[config.mk]
export PLATFORM = sky130hd
export DESIGN_NAME = rss_top
export DESIGN_NICKNAME = d
export VERILOG_FILES = /design/src/include/rss_pkg.sv /design/src/hdl/rss_vote.sv /design/src/hdl/rss_top.sv
export VERILOG_INCLUDE_DIRS = /design/src /design/src/include
export SDC_FILE = /design/constraint.sdc
export NUM_CORES = 1
export LEC_CHECK = 0
export ABC_AREA = 1
export BUFFER_PORTS_ARGS = -buffer_cell sky130_fd_sc_hd__buf_2
export CORE_ASPECT_RATIO = 1.25
export CORE_MARGIN = 2
export CORE_UTILIZATION = 35
export CTS_CLUSTER_DIAMETER = 150
export DETAILED_ROUTE_END_ITERATION = 16
export PLACE_DENSITY = 0.63
export SLEW_MARGIN = 40
export SYNTH_ARGS = -nofsm -noshare
export SYNTH_HDL_FRONTEND = slang
export SYNTH_SLANG_ARGS = --single-unit
export TNS_END_PERCENT = 1
[constraint.sdc]
create_clock -name mclk -period 1.8 [get_ports mclk]
set_input_delay 0 -clock mclk [delete_from_list [all_inputs] [get_ports mclk]]
set_output_delay 0 -clock mclk [all_outputs]
set_load 0.01 [all_outputs]
[src/include/rss_consts.svh]
// constants of the receive status snapshot block
// assumes: included by bare name, 32-bit axi4-lite register map
`ifndef RSS_CONSTS_SVH
`define RSS_CONSTS_SVH
// ----------------------------------------
// register byte offsets
// ----------------------------------------
`define RSS_OFF_CTRL 8'h00
`define RSS_OFF_VALID 8'h04
`define RSS_OFF_ERROR 8'h08
`define RSS_OFF_LEVEL 8'h0c
`define RSS_OFF_STATE 8'h10
`define RSS_OFF_ALL 8'h14
// ----------------------------------------
// control fields
// ----------------------------------------
`define RSS_CTRL_SOR 0
`define RSS_CTRL_HOLD 1
`define RSS_CTRL_INV 2
`define RSS_CTRL_TRANSP 3
`define RSS_CTRL_PLEN_LO 4
`define RSS_CTRL_PLEN_HI 8
`define RSS_CTRL_RESET 32'h0000_0000
// ----------------------------------------
// preamble and response codes
// ----------------------------------------
`define RSS_PLEN_MAX 6'h20
`define RSS_RESP_OKAY 2'h0
`define RSS_RESP_SLVERR 2'h2
`endif

[src/include/rss_pkg.sv]
// types of the receive status snapshot block
// assumes: used by scoped names only
package rss_pkg;
    // gray codes along idle, wakeup, preamble, data
    typedef enum logic [1:0] {
        RSS_IDLE = 2'h0,
        RSS_WAKE = 2'h1,
        RSS_PREA = 2'h3,
        RSS_DATA = 2'h2
    } rss_phase_t;
endpackage : rss_pkg

[src/hdl/rss_vote.sv]
// manchester polarity vote counter and chip decoder
// assumes: chip_stb is a one-cycle pulse on mclk per received chip
`timescale 1ns/1ps
module rss_vote (
    input wire logic mclk,
    input wire logic srst,
    input wire logic clr,
    input wire logic chip_stb,
    input wire logic chip,
    output logic [3:0] vote,
    output logic bit_out
);
    logic half_r;
    logic prev_r;
    logic seen_r;
    logic [3:0] vote_r;
    logic bit_r;

    // ----------------------------------------
    // bit-half tracking
    // ----------------------------------------
    always_ff @(posedge mclk) begin
        if (srst || clr) begin
            half_r <= 1'b0;
            prev_r <= 1'b0;
            seen_r <= 1'b0;
        end else if (chip_stb) begin
            half_r <= ~half_r;
            prev_r <= chip;
            seen_r <= 1'b1;
        end
    end

    // ----------------------------------------
    // vote: up at assumed boundary, down mid-bit
    // ----------------------------------------
    always_ff @(posedge mclk) begin
        if (srst || clr) begin
            vote_r <= 4'h0;
        end else if (chip_stb && seen_r && (chip != prev_r)) begin
            if (!half_r && vote_r != 4'h7) begin
                vote_r <= vote_r + 4'h1;
            end else if (half_r && vote_r != 4'h8) begin
                vote_r <= vote_r - 4'h1;
            end
        end
    end

    // ----------------------------------------
    // decoded bit from the first chip half
    // ----------------------------------------
    always_ff @(posedge mclk) begin
        if (srst || clr) begin
            bit_r <= 1'b0;
        end else if (chip_stb && half_r) begin
            bit_r <= prev_r;
        end
    end

    assign vote = vote_r;
    assign bit_out = bit_r;
endmodule : rss_vote

[src/hdl/rss_top.sv]
// receive status snapshot, phase pin control and axi4-lite registers
// assumes: monitor, level and phase inputs are on mclk; chip_clk and
// chip_data come from outside and are synchronised here
//
// How it works
// - three status registers load together
// - snapshot_on_read samples on every host read
// - wakeup end always samples status
// - reads leave status when snapshot_on_read clear
// - one sample at read start, adjacent words
// - wakeup end clears snapshot_on_read
// - level read rearms snapshot_on_read unless held
// - rearm hold keeps snapshot_on_read unchanged except by ctrl writes and wakeup end
// - error flag zero while valid flag zero
// - preamble length 1..32, zero means 32
// - preamble accepted after wakeup or standalone
// - pin low in wakeup, high in preamble
// - signed vote counter, up boundary, down mid
// - vote bit 3 flags inversion, zero without edges
// - data-only start has unknown bit-half alignment
// - optional inversion before the data pin
// - transparent mode routes slicer to pin
// - reception continues during host commands
// - wakeup end raises request, stores fail flag
`timescale 1ns/1ps
`include "rss_consts.svh"
module rss_top #(
    parameter int MONW = 6,
    parameter int LVLW = 8
) (
    input wire logic mclk,
    input wire logic srst,
    input wire logic [7:0] s_axi_awaddr,
    input wire logic s_axi_awvalid,
    output logic s_axi_awready,
    input wire logic [31:0] s_axi_wdata,
    input wire logic [3:0] s_axi_wstrb,
    input wire logic s_axi_wvalid,
    output logic s_axi_wready,
    output logic [1:0] s_axi_bresp,
    output logic s_axi_bvalid,
    input wire logic s_axi_bready,
    input wire logic [7:0] s_axi_araddr,
    input wire logic s_axi_arvalid,
    output logic s_axi_arready,
    output logic [31:0] s_axi_rdata,
    output logic [1:0] s_axi_rresp,
    output logic s_axi_rvalid,
    input wire logic s_axi_rready,
    input wire logic [MONW-1:0] mon_valid,
    input wire logic [MONW-1:0] mon_error,
    input wire logic [LVLW-1:0] level,
    input wire logic wakeup_start,
    input wire logic wakeup_done,
    input wire logic wakeup_fail,
    input wire logic preamble_start,
    input wire logic preamble_done,
    input wire logic data_start,
    input wire logic rx_stop,
    input wire logic chip_clk,
    input wire logic chip_data,
    input wire logic slicer_data,
    output logic [5:0] preamble_chips,
    output logic wakeup_irq,
    output logic rx_data_pin
);
    // ----------------------------------------
    // declarations
    // ----------------------------------------
    logic [31:0] ctrl_r;
    logic [MONW-1:0] valid_r;
    logic [MONW-1:0] error_r;
    logic [LVLW-1:0] level_r;
    logic [MONW-1:0] valid_nxt;
    logic [MONW-1:0] error_nxt;
    logic [LVLW-1:0] level_nxt;
    logic fail_r;
    logic irq_r;
    logic pin_r;
    rss_pkg::rss_phase_t phase_r;
    logic aw_hold_r;
    logic w_hold_r;
    logic [7:0] awaddr_r;
    logic [31:0] wdata_r;
    logic [3:0] wstrb_r;
    logic bvalid_r;
    logic [1:0] bresp_r;
    logic rvalid_r;
    logic [31:0] rdata_r;
    logic [1:0] rresp_r;
    logic ar_hs;
    logic wr_go;
    logic take;
    logic rd_level;
    logic ctrl_wr;
    logic [2:0] clk_sync_r;
    logic [1:0] dat_sync_r;
    logic [1:0] slc_sync_r;
    logic chip_stb;
    logic vote_clr;
    logic [3:0] vote;
    logic dec_bit;
    logic sor;
    logic [4:0] plen;

    assign sor = ctrl_r[`RSS_CTRL_SOR];
    assign plen = ctrl_r[`RSS_CTRL_PLEN_HI:`RSS_CTRL_PLEN_LO];

    // ----------------------------------------
    // axi4-lite write channel
    // ----------------------------------------
    assign s_axi_awready = !aw_hold_r && !bvalid_r;
    assign s_axi_wready = !w_hold_r && !bvalid_r;
    assign wr_go = aw_hold_r && w_hold_r && !bvalid_r;
    assign ctrl_wr = wr_go && (awaddr_r == `RSS_OFF_CTRL);

    always_ff @(posedge mclk) begin
        if (srst) begin
            aw_hold_r <= 1'b0;
            awaddr_r <= 8'h00;
        end else if (s_axi_awvalid && s_axi_awready) begin
            aw_hold_r <= 1'b1;
            awaddr_r <= s_axi_awaddr;
        end else if (wr_go) begin
            aw_hold_r <= 1'b0;
        end
    end

    always_ff @(posedge mclk) begin
        if (srst) begin
            w_hold_r <= 1'b0;
            wdata_r <= 32'h0000_0000;
            wstrb_r <= 4'h0;
        end else if (s_axi_wvalid && s_axi_wready) begin
            w_hold_r <= 1'b1;
            wdata_r <= s_axi_wdata;
            wstrb_r <= s_axi_wstrb;
        end else if (wr_go) begin
            w_hold_r <= 1'b0;
        end
    end

    always_ff @(posedge mclk) begin
        if (srst) begin
            bvalid_r <= 1'b0;
            bresp_r <= `RSS_RESP_OKAY;
        end else if (wr_go) begin
            bvalid_r <= 1'b1;
            bresp_r <= (awaddr_r == `RSS_OFF_CTRL) ? `RSS_RESP_OKAY : `RSS_RESP_SLVERR;
        end else if (s_axi_bready) begin
            bvalid_r <= 1'b0;
        end
    end

    assign s_axi_bvalid = bvalid_r;
    assign s_axi_bresp = bresp_r;

    // ----------------------------------------
    // status sampling
    // ----------------------------------------
    assign s_axi_arready = !rvalid_r;
    assign ar_hs = s_axi_arvalid && s_axi_arready;
    assign take = wakeup_done || (ar_hs && sor);
    assign rd_level = ar_hs && ((s_axi_araddr == `RSS_OFF_LEVEL) ||
                                (s_axi_araddr == `RSS_OFF_ALL));

    always_comb begin
        valid_nxt = valid_r;
        error_nxt = error_r;
        level_nxt = level_r;
        if (take) begin
            valid_nxt = mon_valid;
            error_nxt = mon_error & mon_valid;
            level_nxt = level;
        end
    end

    always_ff @(posedge mclk) begin
        if (srst) begin
            valid_r <= '0;
            error_r <= '0;
            level_r <= '0;
        end else begin
            valid_r <= valid_nxt;
            error_r <= error_nxt;
            level_r <= level_nxt;
        end
    end

    // ----------------------------------------
    // control register and snapshot arming
    // ----------------------------------------
    always_ff @(posedge mclk) begin
        if (srst) begin
            ctrl_r <= `RSS_CTRL_RESET;
        end else begin
            if (ctrl_wr) begin
                for (int i = 0; i < 4; i++) begin
                    if (wstrb_r[i]) begin
                        ctrl_r[i*8 +: 8] <= wdata_r[i*8 +: 8];
                    end
                end
            end
            if (rd_level && !ctrl_r[`RSS_CTRL_HOLD]) begin
                ctrl_r[`RSS_CTRL_SOR] <= 1'b1;
            end
            if (wakeup_done) begin
                ctrl_r[`RSS_CTRL_SOR] <= 1'b0;
            end
        end
    end

    // ----------------------------------------
    // wakeup result and request
    // ----------------------------------------
    always_ff @(posedge mclk) begin
        if (srst) begin
            fail_r <= 1'b0;
            irq_r <= 1'b0;
        end else begin
            irq_r <= wakeup_done;
            if (wakeup_done) begin
                fail_r <= wakeup_fail;
            end
        end
    end

    assign wakeup_irq = irq_r;

    // ----------------------------------------
    // axi4-lite read channel
    // ----------------------------------------
    always_ff @(posedge mclk) begin
        if (srst) begin
            rvalid_r <= 1'b0;
            rdata_r <= 32'h0000_0000;
            rresp_r <= `RSS_RESP_OKAY;
        end else if (ar_hs) begin
            rvalid_r <= 1'b1;
            rresp_r <= `RSS_RESP_OKAY;
            rdata_r <= 32'h0000_0000;
            case (s_axi_araddr)
                `RSS_OFF_CTRL: rdata_r <= ctrl_r;
                `RSS_OFF_VALID: rdata_r[MONW-1:0] <= valid_nxt;
                `RSS_OFF_ERROR: rdata_r[MONW-1:0] <= error_nxt;
                `RSS_OFF_LEVEL: rdata_r[LVLW-1:0] <= level_nxt;
                `RSS_OFF_STATE: rdata_r[7:0] <= {vote, 1'b0, phase_r, fail_r};
                `RSS_OFF_ALL: rdata_r <= {8'h00, level_nxt, 2'h0, error_nxt,
                                          2'h0, valid_nxt};
                default: rresp_r <= `RSS_RESP_SLVERR;
            endcase
        end else if (s_axi_rready) begin
            rvalid_r <= 1'b0;
        end
    end

    assign s_axi_rvalid = rvalid_r;
    assign s_axi_rdata = rdata_r;
    assign s_axi_rresp = rresp_r;

    // ----------------------------------------
    // chip link synchronisers
    // ----------------------------------------
    always_ff @(posedge mclk) begin
        if (srst) begin
            clk_sync_r <= 3'h0;
            dat_sync_r <= 2'h0;
            slc_sync_r <= 2'h0;
        end else begin
            clk_sync_r <= {clk_sync_r[1:0], chip_clk};
            dat_sync_r <= {dat_sync_r[0], chip_data};
            slc_sync_r <= {slc_sync_r[0], slicer_data};
        end
    end

    assign chip_stb = clk_sync_r[1] && !clk_sync_r[2] && (phase_r == rss_pkg::RSS_DATA);
    assign vote_clr = data_start || preamble_done;

    rss_vote rss_vote_inst (
        .mclk(mclk),
        .srst(srst),
        .clr(vote_clr),
        .chip_stb(chip_stb),
        .chip(dat_sync_r[1]),
        .vote(vote),
        .bit_out(dec_bit)
    );

    // ----------------------------------------
    // reception phases, unaffected by bus traffic
    // ----------------------------------------
    always_ff @(posedge mclk) begin
        if (srst) begin
            phase_r <= rss_pkg::RSS_IDLE;
        end else begin
            case (phase_r)
                rss_pkg::RSS_IDLE: begin
                    if (wakeup_start) begin
                        phase_r <= rss_pkg::RSS_WAKE;
                    end else if (preamble_start) begin
                        phase_r <= rss_pkg::RSS_PREA;
                    end else if (data_start) begin
                        phase_r <= rss_pkg::RSS_DATA;
                    end
                end
                rss_pkg::RSS_WAKE: begin
                    if (wakeup_done && wakeup_fail) begin
                        phase_r <= rss_pkg::RSS_IDLE;
                    end else if (wakeup_done) begin
                        phase_r <= preamble_start ? rss_pkg::RSS_PREA
                                                  : rss_pkg::RSS_IDLE;
                    end
                end
                rss_pkg::RSS_PREA: begin
                    if (rx_stop) begin
                        phase_r <= rss_pkg::RSS_IDLE;
                    end else if (preamble_done) begin
                        phase_r <= rss_pkg::RSS_DATA;
                    end
                end
                rss_pkg::RSS_DATA: begin
                    if (rx_stop) begin
                        phase_r <= rss_pkg::RSS_IDLE;
                    end
                end
                default: phase_r <= rss_pkg::RSS_IDLE;
            endcase
        end
    end

    // ----------------------------------------
    // data pin
    // ----------------------------------------
    always_ff @(posedge mclk) begin
        if (srst) begin
            pin_r <= 1'b0;
        end else if (ctrl_r[`RSS_CTRL_TRANSP]) begin
            pin_r <= slc_sync_r[1] ^ ctrl_r[`RSS_CTRL_INV];
        end else begin
            case (phase_r)
                rss_pkg::RSS_WAKE: pin_r <= 1'b0;
                rss_pkg::RSS_PREA: pin_r <= 1'b1;
                rss_pkg::RSS_DATA: pin_r <= dec_bit ^ ctrl_r[`RSS_CTRL_INV];
                default: pin_r <= 1'b0;
            endcase
        end
    end

    assign rx_data_pin = pin_r;
    assign preamble_chips = (plen == 5'h00) ? `RSS_PLEN_MAX : {1'b0, plen};
endmodule : rss_top

==> metrics.cfg, run 1 <==
[global_routing]
antenna_found_initial=0
grt_use_total_pct=18.6
grt_pass1_wl_um=27600
grt_overflow=0
grt_max_degree=55
grt_pass1_vias=5649

[critical_path]
crit_cells=6
cp-startpoint=wakeup_done
crit_fanout=3
cp_top_family=buffers and inverters
cp_slowest_stage_delay_ns=0.58
critPathRequiredTime_ns=2.10
worstSetupPathType=in -> reg
r2r_setup_slack_ns=0.17
cp_slowest_cell=dlygate4sd3_1
r2r_cells=7
endpoint_kind=register
r2r_start=phase_r[0]
cp_cell_sequence=dlygate4sd3_1 -> buf_2 -> nand2_1 -> dlygate4sd3_1 -> a21oi_1 -> dlygate4sd3_1
path_buf_inv=4
start_kind=input pin
critPathArrivalTime_ns=2.01
cpMostUsedCell=dlygate4sd3_1

[detailed_routing]
vias=5908
post_drt_wl_per_cell_um=13.5
viasPerCell=4.65
dr.pass1.iters=5
final_antenna_net_count=0
drt_iter0_drc=295
drt-total-wl_um=17200
drc=0

[timing]
fin_tns_setup_ns=0
tightestPinTransition_ns=0.527
drv_slew=0
fin_skew_ns=0.00930
period_minus_slack_ns=1.70
timing.final.crit_share_pct=94.7
setup_viol=0
hold_viol_final=0
max_freq_ghz=0.587
slew_headroom_pct=64.7
rsz0062_at_grt=yes

[power]
internal_power_uw=5890
combPwrFrac_pct=12.6
pwr-share-seq_pct=46.2
p_clk_share_pct=41.2
p_per_area_mw_per_mm2=947
swShare_pct=26.7
power.switching_uw=2140
power_leakage_uw=0.00379
ir_worst_vdd_uv=715

[final_layout]
finish.instance_area_mm2=0.00848
drive_above_1_share_pct=20.7
nNetsFinal=1125
register_area_mm2=0.00309
multiInputGateArea_mm2=0.00265
layout-area-overhead-vs-synth_pct=35.1
n_fill_cell=1753

[die]
pin_count=138
fp-row-count=54
coreArea_mm2=0.0175
start_util_pct=35.9
fp.dieH_um=154
die_w_um=124
die_area_mm2=0.0190

[synth]
synthTopCellsByArea=dfxtp_1, a21oi_1, o21ai_0
synth_edf_count=0
yosysWarnings=0
synth_area_per_cell_um2=7.50
synth_largest_area_cell=dfxtp_1
netlist_instances=837
yosysTopAreaCellShare_pct=49.1
ys.flop_type=dfxtp_1
yosysSeqAreaShare_pct=49.1
ys_ff_latch=154
async_flop_share_pct=0
netlist_area_mm2=0.00627
ys_types=36

[cts]
cts-buffers-inserted=17
cts.htree.levels=4
cts_tree=yes
clk_pin_slew_ns=0.06
clk_latency_ns=0.42
cts-root-buf=clkbuf_16
cts_max_path_buffers=2
cts_sinks=154

[outcome]
status=complete, no violations

[min_path]
min_path_cells=6
min_from=mon_error[2]
hold_path_class=in -> reg

[flow_run]
max_cap_viol_count=0

[placed_design]
port_buffers=135
placed_cell_area_mm2=0.00717
dp_hpwl_um=11700
gp_congestion=0.816

[layer usage]
metal | part of all wire, % | GRT usage (%) | wire length [um]
met1 | 44 | 22.6 | 7520
met2 | 49 | 31.4 | 8430
met3 | 5.4 | 4.78 | 927
met4 | 1.8 | 6.33 | 307
met5 | 0 | 0 | 0
[sequential cells by signal (all words and copies together) (netlist names), 2 cells and up]
name and cells:
phase_r 2, clk_sync_r 3, s_axi_rdata 32, wstrb_r 4
level_r 8, rss_vote_inst.vote 4, valid_r 6, dat_sync_r 2
ctrl_r 32, error_r 6, awaddr_r 8, wdata_r 32
slc_sync_r 2
[tightest hold or removal path: stages]
cell     delay [ns]
buf_2          0.10
nand2_1        0.06
nand2_1        0.05
o21a_1         0.12
inv_1          0.05
nor2_1         0.03
[worst paths after layout]
path,endpoint
max,fail_r
min,error_r[2]
max reg2reg,phase_r[1]
min reg2reg,slc_sync_r[1]
[per-stage QoR]
stage	util (%)	cells	worst slack (ns)	total power, uW	hold WS [ns]
floorplan	-	838	0.0996	4320	0.107
global placement	41.0	1166	0.0642	4650	0.213
detailed placement	41.0	1166	0.0326	4660	0.220
CTS	48.3	1270	0.0157	8110	0.00294
global route	48.4	1270	-0.0256	8420	0.0615
finish	48.4	1271	0.0951	8030	0.0328
[Yosys cell counts, drive strengths merged (5+ instances only)]
| library cell | n |
|---|---|
| nor3b | 7 |
| inv | 88 |
| o21ai | 110 |
| clkbuf | 31 |
| o21a | 7 |
| nor3 | 8 |
| or2 | 6 |
| dfxtp | 154 |
| a21oi | 122 |
| nor2 | 95 |
| nand3 | 39 |
| buf | 19 |
| nand4 | 5 |
| nand2 | 133 |
[cell type report]
cell class	instances	share of cell area [%]
tap	224	3.31
sequential	154	36.4
inverter	89	3.94
clock buffer	18	5.18
timing repair buffer	226	18.6
multi-input combinational	545	31.2
clock inverter	14	1.33
antenna	1	0.0295
[power by group through the flow]
stage / Sequential [uW] / Clock [uW] / Combinational, uW
after detailed placement: 3780 / 0 / 877
after CTS: 3710 / 3400 / 1010
final: 3710 / 3310 / 1010
after global routing: 3730 / 3540 / 1150
after global placement: 3780 / 0 / 871
after floorplan: 3780 / 0 / 540
[placed cells by master (no fill, tap or decap), drive strengths merged]
cell type	n
dlygate4sd3	72
fa	1
o31ai	1
o21ai	110
xor2	1
nor3	8
nor2	95
o211ai	1
o311ai	1
and2	1
dfxtp	154
nand2	133
nand3	39
buf	154
nor3b	7
ha	2
clkinvlp	7
conb	2
a21oi	122
clkbuf	18
diode	1
nand4	5
or2	6
clkinv	3
nand3b	2
inv	93
o21a	7
xnor2	1
[what timing repair did]
| action | CTS | global route |
|---|---|---|
| endpoints found under the setup margin | 0 | 8 |
| hold endpoints to repair | 71 | 0 |
| gates resized for setup | 0 | 8 |
| setup buffers | 0 | 0 |
| hold buffers | 72 | 0 |
[kinds of logic (layout without fill, tap and decap cells)]
family                     after synthesis  in the layout  synth area share [%]
AOI/OAI and AO/OA                      242            242                  19.7
xor gates and xnor gates                 2              2                 0.279
adders and majority gates                3              3                 0.718
buffers and inverters                  139            347                  9.23
DFF                                    154            154                  49.1
other                                    1              3                0.0598
and+or+nand+nor                        296            296                  20.9
No activity file was read; power rests on OpenSTA's default activity.
==> inputs of run 2 (changes only) <==
--- a/config.mk
+++ b/config.mk
@@ -11,6 +11,7 @@
 export CORE_ASPECT_RATIO = 1.25
 export CORE_MARGIN = 2
 export CORE_UTILIZATION = 35
+export CTS_BUF_LIST = sky130_fd_sc_hd__clkbuf_4
 export CTS_CLUSTER_DIAMETER = 150
 export DETAILED_ROUTE_END_ITERATION = 16
 export PLACE_DENSITY = 0.63
==> run 2 against run 1 <==
Effect of this change: via count up 2.8%; die area unchanged; register-to-register slack worse by 0.03 ns; first-iteration DRC count down 0.34%; hold slack better by 0.033 ns; sequential share of layout area down 0.11 points; critical path depth up 1; count of clock-buffer cells in the layout down 1; sequential power about the same; clock skew up 0.011 ns; critical path type is now reg -> reg; critical endpoint is now level_r[3]; largest power group unchanged.
==> metrics.cfg, run 2 (synthesized netlist as in run 1, its figures left out) <==
[placed_design]
dp_slack_ns=0.0326  ; unchanged
gp_congestion=0.816  ; unchanged
port_buffers=135  ; unchanged
dp_hpwl_um=11700  ; unchanged

[global_routing]
antenna_found_initial=1  ; was 0
grt_pass1_wl_um=28200  ; was 27600 um
grt_pass1_vias=5798  ; was 5649
grt_max_degree=55  ; unchanged
grt_use_total_pct=18.9  ; was 18.6%
grt_overflow=0  ; unchanged

[timing]
slew_headroom_pct=63.8  ; was 64.7%
setup_viol=0  ; unchanged
tightestPinTransition_ns=0.541  ; was 0.527 ns
rsz0062_at_grt=yes  ; unchanged
period_minus_slack_ns=1.66  ; was 1.70 ns
timing.final.crit_share_pct=92.2  ; was 94.7%
hold_viol_final=0  ; unchanged
final.setup.worst_slack_ns=0.140  ; was 0.0951 ns
max_freq_ghz=0.602  ; was 0.587 GHz
fin_tns_setup_ns=0  ; unchanged
fin_skew_ns=0.0203  ; was 0.00930 ns
drv_slew=0  ; unchanged

[die]
die_w_um=124  ; unchanged
coreArea_mm2=0.0175  ; unchanged
fp-row-count=54  ; unchanged
fp.dieH_um=154  ; unchanged
die_area_mm2=0.0190  ; unchanged
start_util_pct=35.9  ; unchanged
pin_count=138  ; unchanged

[detailed_routing]
drt-total-wl_um=17400  ; was 17200 um
drc=0  ; unchanged
dr.pass1.iters=4  ; was 5
vias=6071  ; was 5908
post_drt_wl_per_cell_um=13.4  ; was 13.5 um
final_antenna_net_count=0  ; unchanged
viasPerCell=4.67  ; was 4.65
drt_iter0_drc=294  ; was 295

[critical_path]
start_kind=register  ; was input pin
critPathRequiredTime_ns=2.22  ; was 2.10 ns
r2r_setup_slack_ns=0.14  ; was 0.17 ns
critPathArrivalTime_ns=2.08  ; was 2.01 ns
path_buf_inv=2  ; was 4
endpoint_kind=register  ; unchanged
cpMostUsedCell=nand2_1  ; was dlygate4sd3_1
r2r_cells=7  ; unchanged
worstSetupPathType=reg -> reg  ; was in -> reg
crit_fanout=15  ; was 3
cp_top_family=buffers and inverters  ; unchanged
reg2reg_to=level_r[3]  ; was phase_r[1]
r2r_start=s_axi_rvalid  ; was phase_r[0]
cp_slowest_stage_delay_ns=0.54  ; was 0.58 ns
cp_slowest_cell=dlygate4sd3_1  ; unchanged
cp_cell_sequence=inv_1 -> nand3_2 -> nand2_4 -> nand2_1 -> nand2_1 -> dlygate4sd3_1 -> nor2_1  ; was dlygate4sd3_1 -> buf_2 -> nand2_1 -> dlygate4sd3_1 -> a21oi_1 -> dlygate4sd3_1

[final_layout]
layout_commonest_cell=dfxtp_1  ; unchanged
nNetsFinal=1155  ; was 1125
n_fill_cell=1763  ; was 1753
layout-area-overhead-vs-synth_pct=35.5  ; was 35.1%
multiInputGateArea_mm2=0.00266  ; was 0.00265 mm^2
mostFrequentLayoutCells=dfxtp_1, buf_2, nand2_1  ; unchanged
final_core_util_pct=48.6  ; was 48.4%
register_area_mm2=0.00309  ; unchanged
drive_above_1_share_pct=20.3  ; was 20.7%

[min_path]
min_from=s_axi_araddr[6]  ; was mon_error[2]
whs_endpoint=s_axi_rdata[10]  ; was error_r[2]
min_path_cells=7  ; was 6
hold_path_class=in -> reg  ; unchanged

[cts]
cts_sinks=154  ; unchanged
cts-root-buf=clkbuf_4  ; was clkbuf_16
cts-buffers-inserted=17  ; unchanged
cts.htree.levels=4  ; unchanged
clk_pin_slew_ns=0.13  ; was 0.06 ns
cts_tree=yes  ; unchanged
cts_max_path_buffers=2  ; unchanged
clk_latency_ns=0.55  ; was 0.42 ns

[power]
power_leakage_uw=0.00379  ; about the same
ir_worst_vdd_uv=510  ; was 715 uV
p_per_area_mw_per_mm2=783  ; was 947 mW/mm^2

[flow_run]
max_cap_viol_count=0  ; unchanged

[outcome]
status=complete, no violations  ; unchanged

==> run 2: how the worst max path moves through the flow <==
stage               cells after the start  slack [ns]                  start                     to
finish                                  7        0.14           s_axi_rvalid             level_r[3]
global route                           10       -0.03  rss_vote_inst.vote[3]  rss_vote_inst.vote[3]
CTS                                    10       0.006  rss_vote_inst.vote[3]  rss_vote_inst.vote[3]
detailed placement                     10        0.03  rss_vote_inst.vote[3]  rss_vote_inst.vote[3]
global placement                       10        0.06  rss_vote_inst.vote[3]  rss_vote_inst.vote[3]
floorplan                               9         0.1  rss_vote_inst.vote[0]  rss_vote_inst.vote[3]
==> run 2: worst reg2reg max path: cells and delay by family, from the launching register on <==
kind | cells | cell delay, ns
buf+inv | 2 | 0.65
simple gates | 5 | 0.56
flops | 1 | 0.33
==> run 2: repair_timing <==
item,in CTS,in global routing
endpoints found under the hold margin,116,0
gates resized for setup,0,13
buffers inserted,0,1
hold buffers,101,0
setup endpoints to repair,0,16
==> run 2: metal layers <==
metal / global-route usage (%) / part of all wire [%] / vias to the layer above
met1: 22.8 / 44 / 2744
met3: 4.78 / 4.9 / 17
li1: - / - / 3179
met4: 5.95 / 1.3 / 0
met5: 0 / 0 / -
met2: 32.6 / 50 / 131
==> run 2: through the flow <==
stage	instance area, um^2	total power (uW)	hold WS (ns)	instances
after CTS	8430	6740	0.00627	1299
after floorplan	6280	4320	0.107	838
after global routing	8500	7060	0.0623	1301
final	8500	6660	0.0659	1301
after detailed placement	7170	4660	0.220	1166
after global placement	7170	4650	0.213	1166
==> run 2: power breakdown <==
group          switching, uW  leakage, uW  internal [uW]  total [uW]
clock                   1310     0.000113            561        1870
combinational            576      0.00241            500        1080
sequential              93.6      0.00127           3620        3710
total                   1980      0.00379           4680        6660
==> run 2: final cells by class <==
cell class / instances / area share (%)
sequential: 154 / 36.3
multi-input combinational: 545 / 31.3
timing repair buffer: 256 / 22.3
inverter: 89 / 3.93
tap: 224 / 3.30
clock buffer: 17 / 1.50
clock inverter: 15 / 1.37
antenna: 1 / 0.0294
